File: src/hw/alarm_cfg.svh
`ifndef ALARM_CFG_SVH
`define ALARM_CFG_SVH

// Internal register addresses
`define ADDR_WEEKDAY 4'h3
`define ADDR_WEEKLY_MINUTE 4'h8
`define ADDR_WEEKLY_HOUR 4'h9
`define ADDR_WEEKLY_DAY_MASK 4'ha
`define ADDR_DAILY_MINUTE 4'hb
`define ADDR_DAILY_HOUR 4'hc

// Field positions
`define HOUR_PM_BIT 5
`define MINUTE_MSB 6
`define HOUR_MSB 5
`define DAY_MASK_MSB 6
`define WEEKDAY_MSB 2

// Reset values and counter limits
`define ALARM_RESET_VALUE 8'h00
`define WEEKDAY_RESET 3'h0
`define WEEKDAY_LAST 3'h6

`endif

File: src/hw/alarm_pkg.sv
package alarm_pkg;
  typedef logic [6:0] bcd_minute_t;
  typedef logic [5:0] bcd_hour_t;
  typedef logic [6:0] day_mask_t;
  typedef logic [2:0] weekday_t;
  typedef logic [3:0] reg_addr_t;
  typedef logic [7:0] reg_data_t;
endpackage

File: src/hw/alarm_match_if.sv
`timescale 1ns/100ps
interface alarm_match_if;
  import alarm_pkg::*;
  bcd_minute_t cur_minute;
  bcd_hour_t cur_hour;
  bcd_minute_t alarm_minute;
  bcd_hour_t alarm_hour;
  logic day_ok;
  logic hit;
  modport owner(output cur_minute, output cur_hour, output alarm_minute,
                output alarm_hour, output day_ok, input hit);
  modport cmp(input cur_minute, input cur_hour, input alarm_minute,
              input alarm_hour, input day_ok, output hit);
endinterface

File: src/hw/alarm_comparator.sv
`timescale 1ns/100ps
module alarm_comparator (
  alarm_match_if.cmp port
);
  import alarm_pkg::*;
  // Raw code compare, so 12-hour codes (12 midnight, 32 noon) match as is
  always_comb begin
    port.hit = (port.cur_minute == port.alarm_minute) &&
               (port.cur_hour == port.alarm_hour) && port.day_ok; // [RQ3]
  end
endmodule // alarm_comparator

File: src/hw/alarm_regs.sv
`timescale 1ns/100ps
`include "alarm_cfg.svh"
// Overview of operation
// RQ1: In 12-hour mode weekly hour bit 5 is the afternoon flag, in 24-hour mode the tens-two bit.
// RQ2: Daily hour bit 5 is the tens-two bit in 24-hour mode and the afternoon flag in 12-hour mode.
// RQ3: In 12-hour mode midnight is coded 12 and noon 32, the same coding as the current time.
// RQ4: Day-enable bit n of the weekly alarm belongs to day counter value n, codes 0 to 6.
// RQ5: With all seven day-enable bits clear the weekly alarm never matches.
// RQ6: Weekly hour at 9h keeps six bits, bits 7 and 6 ignore writes and read zero.
// RQ7: Weekly day mask at Ah keeps seven bits, bit 7 ignores writes and reads zero.
// RQ8: Daily minute at Bh keeps a seven-bit BCD minute, bit 7 reads zero.
// RQ9: Daily hour at Ch keeps six bits, bits 7 and 6 ignore writes and read zero.
// RQ10: After an oscillator stop the alarm values are undefined while unused bits read zero.
// RQ11: Software programs only valid alarm times, else the alarm may never match.
// RQ12: Software maps weekdays to day-enable bits to suit its own day coding.
// RQ13: Weekly minute at 8h keeps a seven-bit BCD minute, bit 7 reads zero.
// RQ14: The day counter counts 0 to 6 and wraps to 0, and selects the day-enable bit.
// RQ15: The weekly alarm matches on equal minute and hour when the current day bit is set.
// RQ16: The daily alarm matches every day on equal minute and hour.
module alarm_regs (
  input wire logic core_clk,
  input wire logic rst,
  input wire alarm_pkg::reg_addr_t reg_addr,
  input wire alarm_pkg::reg_data_t reg_wdata,
  input wire logic reg_wr,
  input wire logic reg_rd,
  output alarm_pkg::reg_data_t reg_rdata,
  input wire alarm_pkg::bcd_minute_t cur_minute,
  input wire alarm_pkg::bcd_hour_t cur_hour,
  input wire logic mode_24h,
  input wire logic day_carry,
  input wire logic osc_stop_flag,
  output alarm_pkg::weekday_t weekday,
  output logic weekly_match,
  output logic daily_match,
  output logic weekly_pm,
  output logic daily_pm_flag
);
  import alarm_pkg::*;

  bcd_minute_t weekly_minute;
  bcd_hour_t weekly_hour;
  day_mask_t weekly_day_mask;
  bcd_minute_t daily_minute;
  bcd_hour_t daily_hour;
  weekday_t next_weekday;
  reg_data_t next_rdata;

  alarm_match_if weekly_if();
  alarm_match_if daily_if();

  // Write strobe decode shared by every register
  function automatic logic wr_hit(input reg_addr_t a, input reg_addr_t target);
    wr_hit = (a == target);
  endfunction

  // Bit 5 is a meridiem flag only while 12-hour mode is selected
  function automatic logic pm_of(input bcd_hour_t h, input logic m24);
    pm_of = !m24 && h[`HOUR_PM_BIT];
  endfunction

  // Weekly alarm storage; upper bits are not stored so they cannot stick
  always_ff @(posedge core_clk or posedge rst) begin
    if (rst) begin
      weekly_minute <= bcd_minute_t'(`ALARM_RESET_VALUE);
      weekly_hour <= bcd_hour_t'(`ALARM_RESET_VALUE);
      weekly_day_mask <= day_mask_t'(`ALARM_RESET_VALUE);
    end else if (reg_wr) begin
      if (wr_hit(reg_addr, `ADDR_WEEKLY_MINUTE)) begin
        weekly_minute <= reg_wdata[`MINUTE_MSB:0]; // [RQ13]
      end
      if (wr_hit(reg_addr, `ADDR_WEEKLY_HOUR)) begin
        weekly_hour <= reg_wdata[`HOUR_MSB:0]; // [RQ6]
      end
      if (wr_hit(reg_addr, `ADDR_WEEKLY_DAY_MASK)) begin
        weekly_day_mask <= reg_wdata[`DAY_MASK_MSB:0]; // [RQ7]
      end
    end
  end

  // Daily alarm storage
  always_ff @(posedge core_clk or posedge rst) begin
    if (rst) begin
      daily_minute <= bcd_minute_t'(`ALARM_RESET_VALUE);
      daily_hour <= bcd_hour_t'(`ALARM_RESET_VALUE);
    end else if (reg_wr) begin
      if (wr_hit(reg_addr, `ADDR_DAILY_MINUTE)) begin
        daily_minute <= reg_wdata[`MINUTE_MSB:0]; // [RQ8]
      end
      if (wr_hit(reg_addr, `ADDR_DAILY_HOUR)) begin
        daily_hour <= reg_wdata[`HOUR_MSB:0]; // [RQ9]
      end
    end
  end

  // Day counter: a write wins over a carry in the same cycle
  always_comb begin
    next_weekday = weekday;
    if (reg_wr && wr_hit(reg_addr, `ADDR_WEEKDAY)) begin
      next_weekday = reg_wdata[`WEEKDAY_MSB:0];
    end else if (day_carry) begin
      // A prohibited code 7 also falls back to 0 rather than lock up
      if (weekday >= `WEEKDAY_LAST) begin
        next_weekday = `WEEKDAY_RESET; // [RQ14]
      end else begin
        next_weekday = weekday + 3'h1; // [RQ14]
      end
    end
  end

  always_ff @(posedge core_clk or posedge rst) begin
    if (rst) begin
      weekday <= `WEEKDAY_RESET;
    end else begin
      weekday <= next_weekday;
    end
  end

  // Read mux; unmapped addresses and unused bits give zero
  always_comb begin
    case (reg_addr)
      `ADDR_WEEKDAY: next_rdata = {5'h00, weekday};
      `ADDR_WEEKLY_MINUTE: next_rdata = {1'h0, weekly_minute}; // [RQ13]
      `ADDR_WEEKLY_HOUR: next_rdata = {2'h0, weekly_hour}; // [RQ6]
      `ADDR_WEEKLY_DAY_MASK: next_rdata = {1'h0, weekly_day_mask}; // [RQ7]
      `ADDR_DAILY_MINUTE: next_rdata = {1'h0, daily_minute}; // [RQ8]
      `ADDR_DAILY_HOUR: next_rdata = {2'h0, daily_hour}; // [RQ9]
      default: next_rdata = 8'h00;
    endcase
  end

  // Read data held until the next read strobe
  always_ff @(posedge core_clk or posedge rst) begin
    if (rst) begin
      reg_rdata <= 8'h00; // [RQ10]
    end else if (reg_rd) begin
      reg_rdata <= next_rdata;
    end
  end

  // Hand the current time and stored alarm to each comparator
  assign weekly_if.cur_minute = cur_minute;
  assign weekly_if.cur_hour = cur_hour;
  assign weekly_if.alarm_minute = weekly_minute;
  assign weekly_if.alarm_hour = weekly_hour;
  // Prohibited code 7 selects no day bit instead of an unknown one
  assign weekly_if.day_ok = (weekday <= `WEEKDAY_LAST) && weekly_day_mask[weekday]; // [RQ4] [RQ5]
  assign daily_if.cur_minute = cur_minute;
  assign daily_if.cur_hour = cur_hour;
  assign daily_if.alarm_minute = daily_minute;
  assign daily_if.alarm_hour = daily_hour;
  assign daily_if.day_ok = 1'b1; // [RQ16]

  alarm_comparator weekly_cmp (
    .port(weekly_if.cmp)
  );

  alarm_comparator daily_cmp (
    .port(daily_if.cmp)
  );

  // Match levels registered; held off while the oscillator is flagged stopped
  always_ff @(posedge core_clk or posedge rst) begin
    if (rst) begin
      weekly_match <= 1'b0;
      daily_match <= 1'b0;
    end else begin
      weekly_match <= weekly_if.hit && !osc_stop_flag; // [RQ15] [RQ10]
      daily_match <= daily_if.hit && !osc_stop_flag; // [RQ16] [RQ10]
    end
  end

  // Meridiem view of bit 5, zero in 24-hour mode
  always_ff @(posedge core_clk or posedge rst) begin
    if (rst) begin
      weekly_pm <= 1'b0;
      daily_pm_flag <= 1'b0;
    end else begin
      weekly_pm <= pm_of(weekly_hour, mode_24h); // [RQ1]
      daily_pm_flag <= pm_of(daily_hour, mode_24h); // [RQ2]
    end
  end
endmodule // alarm_regs

File: config.mk
export PLATFORM = sky130hd
export DESIGN_NAME = alarm_regs
export DESIGN_NICKNAME = d
export VERILOG_FILES = /design/src/hw/alarm_pkg.sv /design/src/hw/alarm_match_if.sv /design/src/hw/alarm_comparator.sv /design/src/hw/alarm_regs.sv
export VERILOG_INCLUDE_DIRS = /design/src /design/src/hw
export SDC_FILE = /design/constraint.sdc
export NUM_CORES = 1
export LEC_CHECK = 0
export BUFFER_PORTS_ARGS = -buffer_cell sky130_fd_sc_hd__buf_2
export CORE_MARGIN = 10
export CORE_UTILIZATION = 40
export CTS_CLUSTER_DIAMETER = 120
export DETAILED_ROUTE_END_ITERATION = 12
export HOLD_SLACK_MARGIN = 0.03
export PLACE_DENSITY = 0.73
export REMOVE_ABC_BUFFERS = 1
export SLEW_MARGIN = 20
export SYNTH_ARGS = -nofsm -noshare
export SYNTH_HDL_FRONTEND = slang
export SYNTH_HIERARCHICAL = 1
export SYNTH_SLANG_ARGS = --single-unit
File: constraint.sdc
create_clock -name core_clk -period 2.1 [get_ports core_clk]
set_input_delay 0.105 -clock core_clk [delete_from_list [all_inputs] [get_ports core_clk]]
set_output_delay 0.105 -clock core_clk [all_outputs]
set_load 0.01 [all_outputs]
### Word-level counts from Yosys, hierarchy flattened

Index checks and enable logic that the tools add are counted.

| cells by class | value |
|---|---|
| $add $sub $neg | 1 |
| magnitude comparators | 3 |
| eq/ne operators | 10 |
| mux-type cells | 6 |
| reductions and logical operators | 17 |

Operators by type and width:

| operator | number |
|---|---|
| $pmux 7 s6 | 1 |
| $eq 4x4->1 const B | 5 |
| $eq 7x7->1 | 2 |
| $eq 6x6->1 | 2 |
| $reduce_and 2->1 | 5 |
| $logic_and 1x1->1 | 9 |
| $mux 3 | 3 |
| $eq 4x2->1 const B | 1 |
| $lt 3x4->1 const B | 1 |
| $add 3x1->3 const B | 1 |
| $bmux 1 s3 | 1 |
| $ge 3x3->1 const B | 1 |
| $le 3x3->1 const B | 1 |
| $logic_not 1->1 | 2 |
| $reduce_bool 2->1 | 1 |
| $mux 1 | 1 |

| word-level totals | value |
|---|---|
| flip-flop bits (word level) | 48 |
| input port bits | 32 |
| output and inout port bits | 15 |
| word-level logic and storage cells | 48 |

### Longest topological paths before layout

Gate-level depths: netlist of run 1.

| logic depth | value |
|---|---|
| word-level depth | 5 |
| mapped depth | 8 |
| gate-level depth less buffers | 8 |

### Modules after synthesis

Netlist of run 1, hierarchy kept.

By module, submodules not included:

| module | times used | cells an instance | area an instance (sq um) | sequential area each (sq um) |
|---|---|---|---|---|
| alarm_regs | 1 | 185 | 2,270.9 | 1,176.1 |
| alarm_comparator | 2 | 18 | 148.9 | 0.0 |

### Worst setup path before layout of run 1

No wires, ideal clock.

| path | value |
|---|---|
| path kind | reg2reg |
| start | register weekday[0] |
| end | register weekday[0] |
| setup time | 0.083 ns |
| data arrival time | 1.442 ns |
| data required time | 2.017 ns |
| path slack | 0.576 ns |
| stages on the path, launching flop included | 7 |
| path buffers | 0 |
| clock period less this slack | 1.524 ns |
| path through | dfrtp_1 -> inv_1 -> ha_1 -> o21ai_0 -> nand2_1 -> mux2_2 -> o21ai_0 |

| on the way | value |
|---|---|
| longest elaborated chain between the ends | 4 |
| elaborated cells between the ends (all ways) | 5 |
| classes of those cells | add/sub (1); order compare (1); mux (3) |

Ends and longest elaborated chain:

| element | RTL line | RTL |
|---|---|---|
| from (decl) | alarm_regs.sv:33 | `output alarm_pkg::weekday_t weekday,` |
| from (signal assigned) | alarm_regs.sv:113 | `` weekday <= `WEEKDAY_RESET; `` |
| from (signal assigned) | alarm_regs.sv:115 | `weekday <= next_weekday;` |
| $add 3x1->3 / $ge 3x3->1 (equally long branches) | n/a |  |
| $mux 3 (*) | alarm_regs.sv:103 | `` if (weekday >= `WEEKDAY_LAST) begin `` |
| $mux 3 (*) | alarm_regs.sv:101 | `end else if (day_carry) begin` |
| $mux 3 (*) | alarm_regs.sv:99 | `` if (reg_wr && wr_hit(reg_addr, `ADDR_WEEKDAY)) begin `` |

Every way passes the cells marked *; elsewhere a longest branch is shown, timed or not. The select of a mux whose other input is x is not followed.
A chain may end at the register's enable or synchronous reset.

### Final worst setup path of run 1

| path | value |
|---|---|
| start | register weekday[0] |
| end | register weekly_match |

| on the way | value |
|---|---|
| longest elaborated chain between the ends | 5 |
| elaborated cells between the ends (all ways) | 6 |
| classes of those cells | order compare (1); mux (2); reduce/logical (3) |

Ends and longest elaborated chain:

| element | RTL line | RTL |
|---|---|---|
| $bmux 1 s3 | alarm_regs.sv:147 | `` assign weekly_if.day_ok = (weekday <= `WEEKDAY_LAST) && weekly_day_mask[weekday]; `` |
| $mux 1 (implied by the code) | alarm_regs.sv:147 |  |
| $logic_and 1x1->1 (*) | alarm_regs.sv:147 |  |
| net weekly_if.day_ok | alarm_match_if.sv:8 | `logic day_ok;` |
| $logic_and 1x1->1 (*) | alarm_comparator.sv:9 | `(port.cur_hour == port.alarm_hour) && port.day_ok;` |
| net weekly_if.hit | alarm_match_if.sv:9 | `logic hit;` |
| $logic_and 1x1->1 (*) | alarm_regs.sv:168 | `weekly_match <= weekly_if.hit && !osc_stop_flag;` |
| to (signal assigned) | alarm_regs.sv:168 |  |
| to (decl) | alarm_regs.sv:34 | `output logic weekly_match,` |

The timed path passes the listed nets; every way through them passes the cells marked *. The select of a mux whose other input is x is not followed.

==> metrics.md, run 1 <==
| Metric | Value |
|---|---|
| Share of layout cells above drive strength 1 | 0.386 |
| WL met2 | 2900 um |
| Max-slew violations | 0 |
| Critical path's largest stage delay | 480 ps |
| PortBufs | 44 |
| Clock power frac | 0.194 |
| Final antenna diode count | 0 |
| CTS resizes | 0 |
| Area contributors post-synth | dfrtp_1 46%, mux2_2 18%, xnor2_1 8.9% |
| IO Pins | 47 |
| Number of H-tree levels | 2 |
| Tmin final | 1670 ps |
| Critical-path cell list | inv_1 -> ha_1 -> a31oi_1 -> o221ai_1 -> o21a_1 -> nand2_1 -> nor4_2 -> nor2b_1 |
| Syn Area/Cell | 11.6 um^2 |
| Setup crit start | weekday[0]$_DFFE_PP0P_ |
| Chip Width | 100 um |
| Crit-path slowest cell | dfrtp_1 |
| Peak supply drop | 0.321 mV |
| Flop and latch count out of synthesis | 47 |
| Core area | 6280 um^2 |
| Detailed-route wire length per cell | 18.0 um |
| Num CTS Buffers | 5 |
| Clock sink total | 47 |
| Seq/Total Area, Yosys | 0.458 |
| GRT Util Overall | 0.128 |
| Initial antenna violation count | 0 |
| TNS Setup | 0 ps |
| Grt ovf | 0 |
| RSZ-0062 raised after global routing | false |
| WP depth | 8 |
| Number of detailed-route iterations in the first pass | 4 |
| Multi-input combinational cell area | 1310 um^2 |
| Final net count | 307 |
| Crit end category | flip-flop |
| Worst endpoint required time | 2330 ps |
| R2r endpoint | weekly_match$_DFF_PP0_ |
| Worst Skew | 4.55 ps |
| Worst setup endpoint | weekly_match$_DFF_PP0_ |
| Endpoints failing setup | 0 |
| Yosys Warn Count | 6 |
| Int Power | 1.74 mW |
| Fin crit share | 0.795 |
| Leading area contributor after synthesis | dfrtp_1 |
| F_max | 0.599 GHz |
| Setup WS post-layout | 431 ps |
| Crit start category | flip-flop |
| Post-DP HPWL | 4870 um |
| Pre-CTS WS | 441 ps |
| Yosys cell types | 38 |
| Max-Cap Viols | 0 |
| PD cells | 856 nW/um^2 |
| CTS root buffer | clkbuf_8 |
| Max clock buf depth | 2 |
| Sequential cell area | 1180 um^2 |
| R2R cell count | 8 |
| Highest metal layer with signal wires | met4 |
| Setup Fix Bufs, Post-CTS | 0 |
| Design Power | 2.56 mW |
| Crit path DAT | 1900 ps |
| Avg Vias per Cell | 5.41 |
| CP max FO | 7 |
| Drt drc | 0 |
| Post-synth top area share | 0.458 |
| Final hold violation count | 0 |
| Hold Path Stages | 2 |
| Buf+Inv Stages, Crit Path | 1 |
| Min-delay worst type | input pin to flip-flop |
| RePlAce Congestion | 0.860 |
| Via count | 1889 |
| Met3 WL | 523 um |
| Setup Crit Path Kind | flip-flop to flip-flop |
| Synthesized instance count | 221 |
| CTS tree | yes |
| Wl on met1 | 2790 um |
| Remaining antenna violation count | 0 |
| Vias in the first global route | 1982 |
| Switching pwr | 0.816 mW |
| Die Y-Extent | 100 um |
| Synth Cell Area | 2570 um^2 |
| Reg clk slew, reported paths | 80 ps |
| Hold Slack | 87.2 ps |
| Worst r2r src | weekday[0]$_DFFE_PP0P_ |
| Clk Latency, worst-skew pair | 300 ps |
| Sequential share of power | 0.513 |
| Worst-margin pin slew | 584 ps |
| Reg-to-reg setup timing slack | 430 ps |
| Starting DRT DRC Count | 146 |
| Largest net degree at the start of global routing | 48 |
| Combinational Power Share | 0.293 |
| Fillers | 584 |
| Die area | 10000 um^2 |
| Area grow syn2layout | 16.3% |
| Leak Pwr | 1.29 nW |
| Slew HR | 0.611 |
| Site Rows | 29 |
| Post-synth EDFFs | 0 |
| Switching Fraction | 0.319 |
| Cts hold-fix bufs | 3 |
| First-pass GRT wire length | 10300 um |
| Top delay family on crit path | flip-flops |
| Top FF cell, synth | dfrtp_1 |
| Initial Util | 0.409 |
| FFs w/ async S/R, synth | 1.00 |
| Status | complete, no violations |
| Final Util | 0.476 |
| Routed wire length | 6280 um |
[power by group through the flow]
stage,Clock [mW],Combinational [mW],Sequential (mW)
floorplan,0,0.530,1.28
global placement,0,0.726,1.32
detailed placement,0,0.745,1.33
CTS,0.517,0.752,1.31
global route,0.544,0.835,1.34
finish,0.497,0.748,1.31
[routing by layer]
metal	vias to the layer above	GRT usage
met3	8	0.0453
met1	916	0.169
met5	-	0
met2	69	0.196
li1	896	-
met4	0	0.0315
[logic make-up after synthesis]
| logic type | after synthesis | synth area share |
|---|---|---|
| AO/OA/AOI/OAI | 35 | 0.0999 |
| XOR/XNOR | 26 | 0.0887 |
| adder cells (fa/ha/maj) | 2 | 0.00974 |
| buffers and inverters | 19 | 0.0321 |
| flip-flops | 47 | 0.458 |
| multiplexers | 44 | 0.197 |
| other | 2 | 0.00292 |
| AND/OR/NAND/NOR | 46 | 0.112 |
[area by class of cell]
type                       count  area share
inverter                      12      0.0151
clock buffer                   6      0.0243
timing repair buffer          52      0.0963
sequential                    47       0.394
tap                           77      0.0322
multi-input combinational    155       0.438
[worst min path at each step]
stage                                                        to           from  slack, ps
after detailed placement                 weekly_match$_DFF_PP0_  osc_stop_flag        280
after floorplan                           daily_match$_DFF_PP0_  osc_stop_flag        170
after global routing      weekly_if.alarm_minute[6]$_DFFE_PP0P_   reg_wdata[6]         80
after global placement                      weekly_pm$_DFF_PP0_       mode_24h        270
final                            weekly_day_mask[6]$_DFFE_PP0P_   reg_wdata[6]         90
after CTS                 weekly_if.alarm_minute[6]$_DFFE_PP0P_   reg_wdata[6]         70
[registers in the layout (all words and copies together), names as in the netlist]
name	cells
daily_if.alarm_minute	7
reg_rdata	7
weekly_day_mask	7
weekly_if.alarm_minute	7
daily_hour	6
weekly_hour	6
weekday	3
daily_match	1
daily_pm_flag	1
weekly_match	1
weekly_pm	1
[stage by stage]
step           instances  area (um^2)
2_1_floorplan        214         2530
6_report             349         2990
4_1_cts              349         2990
5_1_grt              349         2990
3_3_place_gp         340         2890
3_5_place_dp         340         2890
[placed cells by master, fill, tap and decap left out, types with 3 or more instances in the layout]
cell	count
xnor2_1	26
nor2_1	3
buf_2	44
dlygate4sd3_1	3
nor2b_1	11
a222oi_1	4
clkbuf_8	5
nand4_1	6
mux2_2	42
o22ai_1	7
inv_1	11
dfrtp_1	47
o21ai_0	6
a31oi_1	3
buf_4	5
a22o_1	6
nand2_1	12
[synth_stat cells, drive strengths merged (3+ instances only)]
cell type   n
dfrtp      47
mux2       42
xnor2      26
nand2      13
inv        12
nor2b      11
o22ai       7
a22o        6
nand4       6
o21ai       6
buf         5
a222oi      4
nor2        4
a31oi       3
nor3b       3
(Power assumes the default switching activity.)
==> run 2: changes to the inputs <==
--- a/config.mk
+++ b/config.mk
@@ -6,13 +6,14 @@
 export SDC_FILE = /design/constraint.sdc
 export NUM_CORES = 1
 export LEC_CHECK = 0
+export ABC_AREA = 1
 export BUFFER_PORTS_ARGS = -buffer_cell sky130_fd_sc_hd__buf_2
 export CORE_MARGIN = 10
 export CORE_UTILIZATION = 40
 export CTS_CLUSTER_DIAMETER = 120
 export DETAILED_ROUTE_END_ITERATION = 12
 export HOLD_SLACK_MARGIN = 0.03
-export PLACE_DENSITY = 0.73
+export PLACE_DENSITY = 0.72
 export REMOVE_ABC_BUFFERS = 1
 export SLEW_MARGIN = 20
 export SYNTH_ARGS = -nofsm -noshare
==> constraint.sdc (replaced) <==
create_clock -name core_clk -period 1.6 [get_ports core_clk]
set_input_delay 0.08 -clock core_clk [delete_from_list [all_inputs] [get_ports core_clk]]
set_output_delay 0.08 -clock core_clk [all_outputs]
set_load 0.01 [all_outputs]
==> run 2 against run 1 <==
Compared with the run above: first-iteration DRC count up 62%; combinational power up 55%; cell area up 12%; sequential power up 27%; sequential share of layout area down 4.1 points; register-to-register slack worse by 360 ps; clock skew up 11 ps; global-route usage up 0.93 points; hold slack worse by 50 ps; synthesized cell count up 87%; final cell count up 61%; non-clock buffer count up 4.
==> metrics.md, run 2 <==
| Metric | Value |
|---|---|
| Area grow syn2layout | 17.0% |
| Endpoints failing setup | 0 |
| Number of H-tree levels | 2 |
| Fin crit share | 0.959 |
| Via count | 2737 |
| Most common cell after layout, fill and taps aside | nand2_1 |
| Post-Synth XOR/XNOR Area | 0.00920 |
| Setup Crit Path Kind | flip-flop to flip-flop |
| CP max FO | 2 |
| Max-slew violations | 0 |
| Clock sink total | 47 |
| Crit-path slowest cell | dfrtp_1 |
| IO Pins | 47 |
| Clk Latency, worst-skew pair | 310 ps |
| Flop and latch count out of synthesis | 47 |
| Leak Pwr | 1.87 nW |
| Initial antenna violation count | 0 |
| Max clock buf depth | 2 |
| Final antenna diode count | 0 |
| Post-synthesis mux area share | 0 |
| Share of layout cells above drive strength 1 | 0.197 |
| Synth Cell Area | 2860 um^2 |
| Drt drc | 0 |
| Hold Path Stages | 3 |
| RePlAce Congestion | 0.900 |
| Critical path's largest stage delay | 400 ps |
| First-pass GRT wire length | 12500 um |
| Largest family of logic cells by synthesized area | simple AND/OR/NAND/NOR gates |
| Post-DP HPWL | 5730 um |
| Largest net degree at the start of global routing | 48 |
| Most crowded layer after global routing | met2 |
| Grt ovf | 0 |
| Peak supply drop | 0.291 mV |
| Top FF cell, synth | dfrtp_1 |
| Critical-path cell list | inv_2 -> ha_4 -> nand4_1 -> nand3_1 -> nand2_1 -> inv_1 -> inv_2 -> nor2_1 -> nand2_1 -> nor2_1 -> nand2_1 -> nor2_2 -> inv_1 -> nor2_1 |
| Die area | 10900 um^2 |
| Detailed-route wire length per cell | 13.2 um |
| Compound-Gate Fraction of Synth Area | 0.116 |
| R2R cell count | 14 |
| PortBufs | 44 |
| Min-delay worst type | input pin to flip-flop |
| Tmin final | 1530 ps |
| Synthesized instance count | 413 |
| Post-synth EDFFs | 0 |
| Design Power | 3.51 mW |
| Worst Skew | 15.1 ps |
| Crit end category | flip-flop |
| Met2 GRT Util | 0.243 |
| Starting DRT DRC Count | 237 |
| Synth Area in Simple Gates | 0.333 |
| PD cells | 1050 nW/um^2 |
| Synth top cells by count | 139 x nand2_1, 69 x inv_1, 47 x dfrtp_1, 40 x nand3_1, 35 x nor2_1 |
| Core area | 6870 um^2 |
| Seq/Total Area, Yosys | 0.412 |
| Routed wire length | 7440 um |
| Slew HR | 0.668 |
| F_max | 0.652 GHz |
| Grt met1 use | 0.158 |
| Crit path DAT | 1770 ps |
| Die Y-Extent | 105 um |
| Yosys Warn Count | 6 |
| CTS root buffer | clkbuf_8 |
| CTS tree | yes |
| Post-Synth Adder-Cell Area | 0.00876 |
| Max-Cap Viols | 0 |
| Syn Area/Cell | 6.92 um^2 |
| Worst-margin pin slew | 496 ps |
| Final net count | 500 |
| Vias in the first global route | 2662 |
| Num CTS Buffers | 5 |
| Post-synth top area share | 0.412 |
| Chip Width | 105 um |
| Site Rows | 30 |
| Number of detailed-route iterations in the first pass | 6 |
| Top-count cell post-synth | nand2_1 |
| RSZ-0062 raised after global routing | true |
| Initial Util | 0.416 |
| Leading area contributor after synthesis | dfrtp_1 |
| Area contributors post-synth | dfrtp_1 41%, nand2_1 18%, inv_1 9.1% |
| Remaining antenna violation count | 0 |
| Worst endpoint required time | 1830 ps |
| Met3 usage | 0.0273 |
| Reg clk slew, reported paths | 90 ps |
| Yosys cell types | 26 |
| Status | complete, no violations |
| GRT Util Overall | 0.138 |
| Reg-to-reg setup timing slack | 70 ps |
| Final hold violation count | 0 |
| Avg Vias per Cell | 4.87 |
| Crit start category | flip-flop |
| Commonest cells after routing, fill and taps aside | 139 x nand2_1, 66 x inv_1, 46 x dfrtp_1 |
| FFs w/ async S/R, synth | 1.00 |
| TNS Setup | 0 ps |
run 2: cell types whose count changed in the layout (fill, tap and decap cells not counted), sizes merged, moves of 5 or more:
cell   before  now
mux2       42    0
nor2        4   38
nand3       2   42
nand2      13  141
a22o        6    0
o21ai       6   51
o22ai       7    0
inv        12   70
xnor2      26    2
nor2b      11    0
nand4       6    1
run 2: metal layers:
metal,wire length [um],share of wire,vias up
li1,-,-,1374
met1,3160,0.42,1277
met2,3730,0.50,72
met3,384,0.052,14
met4,171,0.023,0
met5,0,0,-
run 2: path summary, 6_finish.rpt:
path,start,end
worst max-delay path,weekday[0]$_DFFE_PP0P_,weekly_match$_DFF_PP0_
worst min-delay path,reg_wdata[1],weekday[1]$_DFFE_PP0P_
worst max register to register,weekday[0]$_DFFE_PP0P_,weekly_match$_DFF_PP0_
worst min register to register,reg_rdata[3]$_DFFE_PP0P_,reg_rdata[3]$_DFFE_PP0P_
max in group asynchronous,rst,weekday[2]$_DFFE_PP0P_
min in group asynchronous,rst,weekly_hour[0]$_DFFE_PP0P_
run 2: per-stage QoR:
step / instances / setup WS [ps] / hold slack [ps] / utilization / instance area, um^2
2_1_floorplan: 403 / 46.8 / 145 / - / 2780
3_3_place_gp: 551 / 131 / 133 / 0.465 / 3190
3_5_place_dp: 551 / 89.6 / 138 / 0.465 / 3190
4_1_cts: 561 / 65.9 / 37.7 / 0.481 / 3300
5_1_grt: 562 / -128 / 48.7 / 0.486 / 3340
6_report: 562 / 66.2 / 36.8 / 0.486 / 3340
run 2: cell type report:
cell class,instances,area [um^2]
clock inverter,2,13.8
inverter,70,263
multi-input combinational,286,1360
fill,705,3530
tap,96,120
clock buffer,5,68.8
timing repair buffer,56,338
sequential,47,1180
run 2: what timing repair did:
item | 4_1_cts | 5_1_grt
setup endpoints to repair | 0 | 1
hold buffers | 3 | 0
setup buffers | 0 | 1
gates resized for setup | 0 | 12
endpoints found under the hold margin | 51 | 0
run 2: power breakdown:
group	switching [mW]	internal, mW	leakage (nW)
Sequential	0.239	1.42	0.606
Combinational	0.657	0.501	1.22
Clock	0.400	0.299	0.0440
Total	1.30	2.22	1.87
run 2: kinds of logic after synthesis:
group,Yosys count
DFF,47
xor gates and xnor gates,3
and+or+nand+nor,225
AOI/OAI and AO/OA,54
buffers and inverters,80
adders and majority gates,2
other,2
run 2: worst max-delay path, delay by kind of cell, from the launching register on:
family / cells / cell delay (ps)
AND/OR/NAND/NOR: 9 / 680
flip-flops: 1 / 400
buffers and inverters: 4 / 240
adder cells (fa/ha/maj): 1 / 140
